## src/verilog/iepc_regs.svh

```systemverilog
/*
 register offsets, writable masks, reset values and bit positions of the
 interrupt enable, priority and edge control block.
 assumes an 8-bit register port with byte-wide offsets.
*/
`ifndef IEPC_REGS_SVH
`define IEPC_REGS_SVH

// ----------------------------------------
// offsets
// ----------------------------------------
`define IEPC_OFS_TIMER_CONTROL_AND_EXT_FLAGS 8'h88
`define IEPC_OFS_IE 8'ha8
`define IEPC_OFS_IE2 8'ha9
`define IEPC_OFS_IP 8'hb8
`define IEPC_OFS_IP2 8'hb9
`define IEPC_OFS_G0F 8'hba
`define IEPC_OFS_G0R 8'hbb
`define IEPC_OFS_G1F 8'hbc
`define IEPC_OFS_G1R 8'hbd
`define IEPC_OFS_G2F 8'hc6
`define IEPC_OFS_G2R 8'hc7

// ----------------------------------------
// implemented bits, reserved bits read zero
// ----------------------------------------
`define IEPC_MSK_IE 8'hff
`define IEPC_MSK_IE2 8'h2f
`define IEPC_MSK_IP 8'h7f
`define IEPC_MSK_TIMER_CONTROL_AND_EXT_FLAGS 8'h0a
`define IEPC_MSK_G0 8'hf0
`define IEPC_MSK_G1 8'hff
`define IEPC_MSK_G2 8'h0f
`define IEPC_RST_BYTE 8'h00

// ----------------------------------------
// bit positions
// ----------------------------------------
`define IEPC_BIT_GLOBAL 7
`define IEPC_BIT_EXT1_FLAG 3
`define IEPC_BIT_EXT0_FLAG 1

`endif

```

## src/verilog/iepc_pkg.sv

```systemverilog
/*
 types shared by the interrupt enable, priority and edge control block.
 assumes the constants header is included where offsets are needed.
*/
package iepc_pkg;

	// sources in query order, the first served first at equal level
	typedef enum {
		IEPC_SRC_EXT0,
		IEPC_SRC_TIMER0,
		IEPC_SRC_EXT1,
		IEPC_SRC_TIMER1,
		IEPC_SRC_UART,
		IEPC_SRC_TIMER2,
		IEPC_SRC_ADC,
		IEPC_SRC_SSI,
		IEPC_SRC_PWM,
		IEPC_SRC_BTM,
		IEPC_SRC_EXT2,
		IEPC_SRC_CMP,
		IEPC_SRC_COUNT
	} iepc_src_e;

	typedef logic [7:0] iepc_byte_t;
	typedef logic [3:0] iepc_num_t;
	typedef logic [11:0] iepc_vec_t;

endpackage

```

## src/verilog/iepc_core.sv

```systemverilog
/*
 interrupt enable, two-level priority, external edge control and request
 arbitration for a small microcontroller core.
 assumes the core answers a request with a one-cycle ack pulse naming
 irq_num_o, and pulses reti at the end of each service routine.
*/
`timescale 1ns/1ps
`include "iepc_regs.svh"

module iepc_core (
	input wire logic clk_i,
	input wire logic rst_n_i,
	input wire iepc_pkg::iepc_byte_t addr_i,
	input wire iepc_pkg::iepc_byte_t wdata_i,
	input wire logic wr_i,
	input wire logic rd_i,
	output iepc_pkg::iepc_byte_t rdata_o,
	input wire logic [3:0] ext0_line_i,
	input wire logic [7:0] ext1_line_i,
	input wire logic [3:0] ext2_line_i,
	input wire logic timer0_flag_i,
	input wire logic timer1_flag_i,
	input wire logic uart_flag_i,
	input wire logic timer2_flag_i,
	input wire logic adc_flag_i,
	input wire logic ssi_flag_i,
	input wire logic pwm_flag_i,
	input wire logic btm_flag_i,
	input wire logic cmp_flag_i,
	output logic irq_req_o,
	output iepc_pkg::iepc_num_t irq_num_o,
	output logic irq_high_o,
	input wire logic ack_i,
	input wire logic reti_i,
	output iepc_pkg::iepc_vec_t vec_ack_o
);
	import iepc_pkg::*;

	// ----------------------------------------
	// functions
	// ----------------------------------------
	function automatic iepc_num_t first_set(input iepc_vec_t v);
		iepc_num_t n;
		n = 4'h0;
		for (int i = int'(IEPC_SRC_COUNT) - 1; i >= 0; i--) begin
			if (v[i]) begin
				n = 4'(i);
			end
		end
		return n;
	endfunction

	function automatic logic edge_hit(input logic [7:0] rise, input logic [7:0] fall,
		input iepc_byte_t ren, input iepc_byte_t fen);
		return |((rise & ren) | (fall & fen));
	endfunction

	// ----------------------------------------
	// registers
	// ----------------------------------------
	iepc_byte_t ie;
	iepc_byte_t ie2;
	iepc_byte_t ip;
	iepc_byte_t ip2;
	iepc_byte_t g0f;
	iepc_byte_t g0r;
	iepc_byte_t g1f;
	iepc_byte_t g1r;
	iepc_byte_t g2f;
	iepc_byte_t g2r;
	logic ext0_flag;
	logic ext1_flag;
	logic ext2_pend;
	logic svc_low;
	logic svc_high;

	logic [15:0] sync1;
	logic [15:0] sync2;
	logic [15:0] prev;
	logic [2:0] armed;

	logic [15:0] rise;
	logic [15:0] fall;
	logic ext0_evt;
	logic ext1_evt;
	logic ext2_evt;
	iepc_vec_t flags;
	iepc_vec_t enables;
	iepc_vec_t levels;
	iepc_vec_t pend;
	iepc_vec_t pend_hi;
	iepc_vec_t pend_lo;
	logic next_req;
	logic next_high;
	iepc_num_t next_num;
	iepc_byte_t next_rdata;
	logic ack_ext0;
	logic ack_ext1;
	logic ack_ext2;

	// ----------------------------------------
	// register writes
	// ----------------------------------------
	always_ff @(posedge clk_i or negedge rst_n_i) begin
		if (!rst_n_i) begin
			ie <= `IEPC_RST_BYTE;
			ie2 <= `IEPC_RST_BYTE;
			ip <= `IEPC_RST_BYTE;
			ip2 <= `IEPC_RST_BYTE;
			g0f <= `IEPC_RST_BYTE;
			g0r <= `IEPC_RST_BYTE;
			g1f <= `IEPC_RST_BYTE;
			g1r <= `IEPC_RST_BYTE;
			g2f <= `IEPC_RST_BYTE;
			g2r <= `IEPC_RST_BYTE;
		end else if (wr_i) begin
			if (addr_i == `IEPC_OFS_IE) begin
				ie <= wdata_i & `IEPC_MSK_IE;
			end else if (addr_i == `IEPC_OFS_IE2) begin
				ie2 <= wdata_i & `IEPC_MSK_IE2;
			end else if (addr_i == `IEPC_OFS_IP) begin
				ip <= wdata_i & `IEPC_MSK_IP;
			end else if (addr_i == `IEPC_OFS_IP2) begin
				ip2 <= wdata_i & `IEPC_MSK_IE2;
			end else if (addr_i == `IEPC_OFS_G0F) begin
				g0f <= wdata_i & `IEPC_MSK_G0;
			end else if (addr_i == `IEPC_OFS_G0R) begin
				g0r <= wdata_i & `IEPC_MSK_G0;
			end else if (addr_i == `IEPC_OFS_G1F) begin
				g1f <= wdata_i & `IEPC_MSK_G1;
			end else if (addr_i == `IEPC_OFS_G1R) begin
				g1r <= wdata_i & `IEPC_MSK_G1;
			end else if (addr_i == `IEPC_OFS_G2F) begin
				g2f <= wdata_i & `IEPC_MSK_G2;
			end else if (addr_i == `IEPC_OFS_G2R) begin
				g2r <= wdata_i & `IEPC_MSK_G2;
			end
		end
	end

	// ----------------------------------------
	// line synchroniser and edge detect
	// ----------------------------------------
	// bit layout: 3:0 group 0 lines 4..7, 11:4 group 1, 15:12 group 2
	always_ff @(posedge clk_i or negedge rst_n_i) begin
		if (!rst_n_i) begin
			sync1 <= 16'h0000;
			sync2 <= 16'h0000;
			prev <= 16'h0000;
			armed <= 3'h0;
		end else begin
			sync1 <= {ext2_line_i, ext1_line_i, ext0_line_i};
			sync2 <= sync1;
			prev <= sync2;
			armed <= {armed[1:0], 1'b1};
		end
	end

	// edges are ignored until prev holds a real pin sample, so a line that
	// idles high gives no false edge against the reset value
	assign rise = armed[2] ? (sync2 & ~prev) : 16'h0000;
	assign fall = armed[2] ? (~sync2 & prev) : 16'h0000;
	assign ext0_evt = edge_hit({rise[3:0], 4'h0}, {fall[3:0], 4'h0}, g0r, g0f);
	assign ext1_evt = edge_hit(rise[11:4], fall[11:4], g1r, g1f);
	assign ext2_evt = edge_hit({4'h0, rise[15:12]}, {4'h0, fall[15:12]}, g2r, g2f);

	// ----------------------------------------
	// external request flags
	// ----------------------------------------
	assign ack_ext0 = ack_i && irq_req_o && irq_num_o == 4'(IEPC_SRC_EXT0);
	assign ack_ext1 = ack_i && irq_req_o && irq_num_o == 4'(IEPC_SRC_EXT1);
	assign ack_ext2 = ack_i && irq_req_o && irq_num_o == 4'(IEPC_SRC_EXT2);

	// a fresh edge beats the vectoring clear so no event is lost
	always_ff @(posedge clk_i or negedge rst_n_i) begin
		if (!rst_n_i) begin
			ext0_flag <= 1'b0;
			ext1_flag <= 1'b0;
			ext2_pend <= 1'b0;
		end else begin
			if (ext0_evt) begin
				ext0_flag <= 1'b1;
			end else if (ack_ext0) begin
				ext0_flag <= 1'b0;
			end else if (wr_i && addr_i == `IEPC_OFS_TIMER_CONTROL_AND_EXT_FLAGS) begin
				ext0_flag <= wdata_i[`IEPC_BIT_EXT0_FLAG];
			end
			if (ext1_evt) begin
				ext1_flag <= 1'b1;
			end else if (ack_ext1) begin
				ext1_flag <= 1'b0;
			end else if (wr_i && addr_i == `IEPC_OFS_TIMER_CONTROL_AND_EXT_FLAGS) begin
				ext1_flag <= wdata_i[`IEPC_BIT_EXT1_FLAG];
			end
			if (ext2_evt) begin
				ext2_pend <= 1'b1;
			end else if (ack_ext2) begin
				ext2_pend <= 1'b0;
			end
		end
	end

	// ----------------------------------------
	// arbitration
	// ----------------------------------------
	assign flags = {cmp_flag_i, ext2_pend, btm_flag_i, pwm_flag_i, ssi_flag_i, adc_flag_i,
		timer2_flag_i, uart_flag_i, timer1_flag_i, ext1_flag, timer0_flag_i, ext0_flag};
	// modulator overflow is the pwm flag, gated by its own enable
	assign enables = {ie2[5], ie2[3], ie2[2], ie2[1], ie2[0], ie[6:0]};
	assign levels = {ip2[5], ip2[3], ip2[2], ip2[1], ip2[0], ip[6:0]};
	assign pend = ie[`IEPC_BIT_GLOBAL] ? (flags & enables) : 12'h000;
	assign pend_hi = pend & levels;
	assign pend_lo = pend & ~levels;

	always_comb begin
		next_req = 1'b0;
		next_high = 1'b0;
		next_num = 4'h0;
		if (!svc_high && pend_hi != 12'h000) begin
			next_req = 1'b1;
			next_high = 1'b1;
			next_num = first_set(pend_hi);
		end else if (!svc_high && !svc_low && pend_lo != 12'h000) begin
			next_req = 1'b1;
			next_num = first_set(pend_lo);
		end
	end

	// request is re-evaluated each cycle; an unserved source keeps asking
	always_ff @(posedge clk_i or negedge rst_n_i) begin
		if (!rst_n_i) begin
			irq_req_o <= 1'b0;
			irq_high_o <= 1'b0;
			irq_num_o <= 4'h0;
		end else begin
			irq_req_o <= next_req && !ack_i;
			irq_high_o <= next_high;
			irq_num_o <= next_num;
		end
	end

	// ----------------------------------------
	// service level tracking
	// ----------------------------------------
	always_ff @(posedge clk_i or negedge rst_n_i) begin
		if (!rst_n_i) begin
			svc_low <= 1'b0;
			svc_high <= 1'b0;
		end else if (ack_i && irq_req_o) begin
			if (irq_high_o) begin
				svc_high <= 1'b1;
			end else begin
				svc_low <= 1'b1;
			end
		end else if (reti_i) begin
			if (svc_high) begin
				svc_high <= 1'b0;
			end else begin
				svc_low <= 1'b0;
			end
		end
	end

	// hardware-cleared peripheral flags use this strobe
	always_ff @(posedge clk_i or negedge rst_n_i) begin
		if (!rst_n_i) begin
			vec_ack_o <= 12'h000;
		end else if (ack_i && irq_req_o) begin
			vec_ack_o <= 12'h001 << irq_num_o;
		end else begin
			vec_ack_o <= 12'h000;
		end
	end

	// ----------------------------------------
	// register reads
	// ----------------------------------------
	always_comb begin
		next_rdata = 8'h00;
		if (addr_i == `IEPC_OFS_IE) begin
			next_rdata = ie;
		end else if (addr_i == `IEPC_OFS_IE2) begin
			next_rdata = ie2;
		end else if (addr_i == `IEPC_OFS_IP) begin
			next_rdata = ip;
		end else if (addr_i == `IEPC_OFS_IP2) begin
			next_rdata = ip2;
		end else if (addr_i == `IEPC_OFS_TIMER_CONTROL_AND_EXT_FLAGS) begin
			next_rdata = {4'h0, ext1_flag, 1'b0, ext0_flag, 1'b0};
		end else if (addr_i == `IEPC_OFS_G0F) begin
			next_rdata = g0f;
		end else if (addr_i == `IEPC_OFS_G0R) begin
			next_rdata = g0r;
		end else if (addr_i == `IEPC_OFS_G1F) begin
			next_rdata = g1f;
		end else if (addr_i == `IEPC_OFS_G1R) begin
			next_rdata = g1r;
		end else if (addr_i == `IEPC_OFS_G2F) begin
			next_rdata = g2f;
		end else if (addr_i == `IEPC_OFS_G2R) begin
			next_rdata = g2r;
		end
	end

	// data stand only in the cycle after the read strobe
	always_ff @(posedge clk_i or negedge rst_n_i) begin
		if (!rst_n_i) begin
			rdata_o <= 8'h00;
		end else if (rd_i) begin
			rdata_o <= next_rdata;
		end else begin
			rdata_o <= 8'h00;
		end
	end
endmodule

```

## config.mk

```make
export PLATFORM = sky130hd
export DESIGN_NAME = iepc_core
export DESIGN_NICKNAME = d
export VERILOG_FILES = /design/src/verilog/iepc_pkg.sv /design/src/verilog/iepc_core.sv
export VERILOG_INCLUDE_DIRS = /design/src /design/src/verilog
export SDC_FILE = /design/constraint.sdc
export NUM_CORES = 1
export LEC_CHECK = 0
export BUFFER_PORTS_ARGS = -buffer_cell sky130_fd_sc_hd__clkbuf_2
export CAP_MARGIN = 20
export CORE_MARGIN = 2
export CORE_UTILIZATION = 35
export CTS_CLUSTER_DIAMETER = 150
export DETAILED_ROUTE_END_ITERATION = 8
export MAX_ROUTING_LAYER = met4
export PLACE_DENSITY = 0.56
export SETUP_SLACK_MARGIN = 0.4
export SYNTH_ARGS = -nofsm -noshare
export SYNTH_HDL_FRONTEND = slang
export SYNTH_SLANG_ARGS = --single-unit
export TNS_END_PERCENT = 20
```

## constraint.sdc

```tcl
create_clock -name clk_i -period 5.3 [get_ports clk_i]
set_input_delay 1.06 -clock clk_i [delete_from_list [all_inputs] [get_ports clk_i]]
set_output_delay 1.06 -clock clk_i [all_outputs]
set_load 0.05 [all_outputs]
```

==> results by group <==
Power
  • Total power: approximately 2.4 mW
  • Worst vdd rail ir drop: 236 µV
  • Pwr dens: between 300 and 400 nW/µm²
  • LEAKAGE: 3.35 nW

STA
  • Least-Margin Pin Slew: between 900 and 1000 ps
  • Setup_tns: 0 ps
  • Rel. slew slack: between 30% and 40%
  • Worst Slack Setup Final: roughly 2700 ps
  • Achievable Freq: roughly 380 MHz
  • Max Transition Viols Final: 0
  • Fin. Hold Viols: 0
  • WHS: around 340 ps
  • RSZ-0062 raised after global routing: false
  • Setup violations, final: 0
  • Fin crit share: about 50%
  • Crit path time final: about 2600 ps
  • Max Clock Skew: 14.6 ps

CTS
  • CTS buffer count: 17
  • CTS tree: done
  • Hold_buf cts: 0
  • Clk sink count: 139
  • Root Buffer: clkbuf_16
  • CTS clock-pin slew for the worst setup and hold paths: around 60 ps
  • Post-CTS Resized: 0
  • Clock buffer depth: 2
  • Postcts setup bufs: 0
  • Worst-skew pair later-pin latency: about 420 ps
  • CTS H-Tree Depth: 4

Yosys
  • Mapped Cells: 489
  • Top cells by count, synth: dfrtp_1, mux2_2, nand2_1
  • Largest area contributor in the netlist: dfrtp_1
  • Synth unique cells: 65
  • Synth top area cells: dfrtp_1, mux2_2, o21ai_0
  • Post-synth EDFFs: 0
  • Sequential share of the synthesized area: between 50% and 60%
  • Most common cell in the netlist: dfrtp_1
  • Synth Cell Area: just over 6000 µm²
  • Yosys Warn Count: 0
  • Top FF cell, synth: dfrtp_1
  • Post-synth top area share: 57.7%
  • Async SR Flop Fraction: between 90% and 100%
  • Avg Cell Area, Syn: around 12 µm²
  • #FFs+latches synth: approximately 140
  • Synthesized net count: between 500 and 600

Run status
  • Status: completed

Routing
  • Drc violations: 0
  • Vias: around 4300
  • Final ANT Viol Nets: 0
  • DRT iter0 DRCs: ~380
  • Routed wire per std cell: about 19 µm
  • Via density: approximately 5.4
  • Drt pass-1 iters: 5
  • Final WL: around 15000 µm

Place
  • Detail Placement HPWL: approximately 11000 µm
  • Port bufs: around 70
  • Final GP Congestion: a little over 0.9
  • Dpl ws: ~2300 ps

GRT
  • GRT Util Overall: 18.5%
  • Initial antenna violation count: 0
  • First-pass GRT wire length: between 20000 and 25000 µm
  • Vias in the first global route: about 4400
  • Pin count of the biggest net entering global routing: approximately 110
  • Grt ovf: 0

Floorplanning
  • Die Footprint: approximately 18000 µm²
  • Die Span Y: roughly 140 µm
  • Initial Util: between 30% and 40%
  • Core area: 17100 µm²
  • Cell row count: 48
  • Die extent in x: roughly 140 µm
  • Boundary Pins: 73

Min path
  • Worst Hold Path EP: sync2[6]
  • Worst Hold Launch: sync1[6]
  • Path type of the worst min-delay path: reg2reg
  • Hold Path Depth: 0

Setup path
  • Setup crit end kind: register
  • Crit path launch type: input port
  • Critical Path RT: around 5600 ps
  • Worst-path maximum fanout: 39
  • WS Path Type: in2reg
  • Worst EP arrival: 2900 ps
  • Reg2reg path depth: 5
  • Reg2reg setup slack: about 3000 ps
  • Worst flop-to-flop path startpoint: ie[7]
  • Worst r2r dst: irq_num_o[0]

Run
  • Max-cap violation count: 0

Finish
  • Fill cells: about 1600
  • Ant diodes: 0
  • Synthesis-to-layout area growth: 19.6%
  • Fin nets: about 600
  • Share of cells above drive strength 1: 30.3%
worst max-delay path by stage:
stage,startpoint,to,slack (ps),cells after the start
after floorplan,addr_i[1],g1f[0],2820,6
after global placement,addr_i[0],g2f[2],2360,5
after detailed placement,addr_i[0],g2f[2],2270,5
after CTS,addr_i[0],g2f[2],2720,5
after global routing,addr_i[0],g2f[2],2560,5
final,addr_i[0],g2f[2],2690,5
report_power, final:
| group | leakage (nW) | internal (mW) | switching [mW] |
|---|---|---|---|
| registers | 1.80 | 1.11 | 0.0409 |
| logic | 1.27 | 0.0495 | 0.0753 |
| clock network | 0.282 | 0.742 | 0.432 |
| total | 3.35 | 1.90 | 0.548 |
layout make-up:
type,count,area (µm²),share of cell area [%]
Sequential cell,139,3480,48.2
Multi-Input combinational cell,332,2460,34.1
Inverter,5,18.8,0.260
Clock inverter,9,113,1.56
Tap cell,225,282,3.90
Clock buffer,23,488,6.76
Timing Repair Buffer,73,374,5.19
critical path: stages:
cell and delay (ps):
clkbuf_2 480, inv_1 340, nand2_1 270, nor2_1 350, mux2_2 380
per-layer routing:
layer	share of wire, %	track usage, %
met5	0	-
met4	1.8	6.54
met3	5.5	4.94
met2	48	28.8
met1	44	23.4
flip-flops by register name, indices dropped and copies added, names as in the netlist, 3 cells and up:
| name | flops |
|---|---|
| prev | 16 |
| sync1 | 16 |
| sync2 | 16 |
| vec_ack_o | 12 |
| g1f | 8 |
| g1r | 8 |
| ie | 8 |
| rdata_o | 8 |
| ip | 7 |
| ie2 | 5 |
| ip2 | 5 |
| g0f | 4 |
| g0r | 4 |
| g2f | 4 |
| g2r | 4 |
| irq_num_o | 4 |
| armed | 3 |
logic make-up after synthesis:
group	count (synthesis)	share of synthesized area [%]
mux	68	12.5
other cells	1	0.0622
simple gates	176	18.3
buf+inv	18	1.53
compound gates	87	9.87
flops	139	57.7
cell usage in the layout (no fill, tap or decap), drive strengths merged, types with 4 or more instances in the layout:
cell type	netlist	layout
nand4b	11	11
nor2	32	32
o21ai	29	29
nand2	34	34
clkbuf	3	94
and2	4	4
mux2	60	60
a21oi	9	9
a32oi	4	4
a31oi	5	5
o211ai	4	4
clkinvlp	0	4
nand4	18	18
nand2b	8	8
inv	5	5
mux2i	8	8
nor2b	6	6
nand3	14	14
dfrtp	139	139
nand3b	18	18
nor3	11	11
o21a	6	6
metrics by stage:
step                      utilization (%)  instance area [µm²]  instances
final                                42.3                 7210        806
after global routing                 42.3                 7210        806
after CTS                            42.3                 7210        806
after detailed placement             38.8                 6610        774
after global placement               38.8                 6610        774
after floorplan                         -                 6030        489
Note: power is estimated with default switching activity, not from simulation.
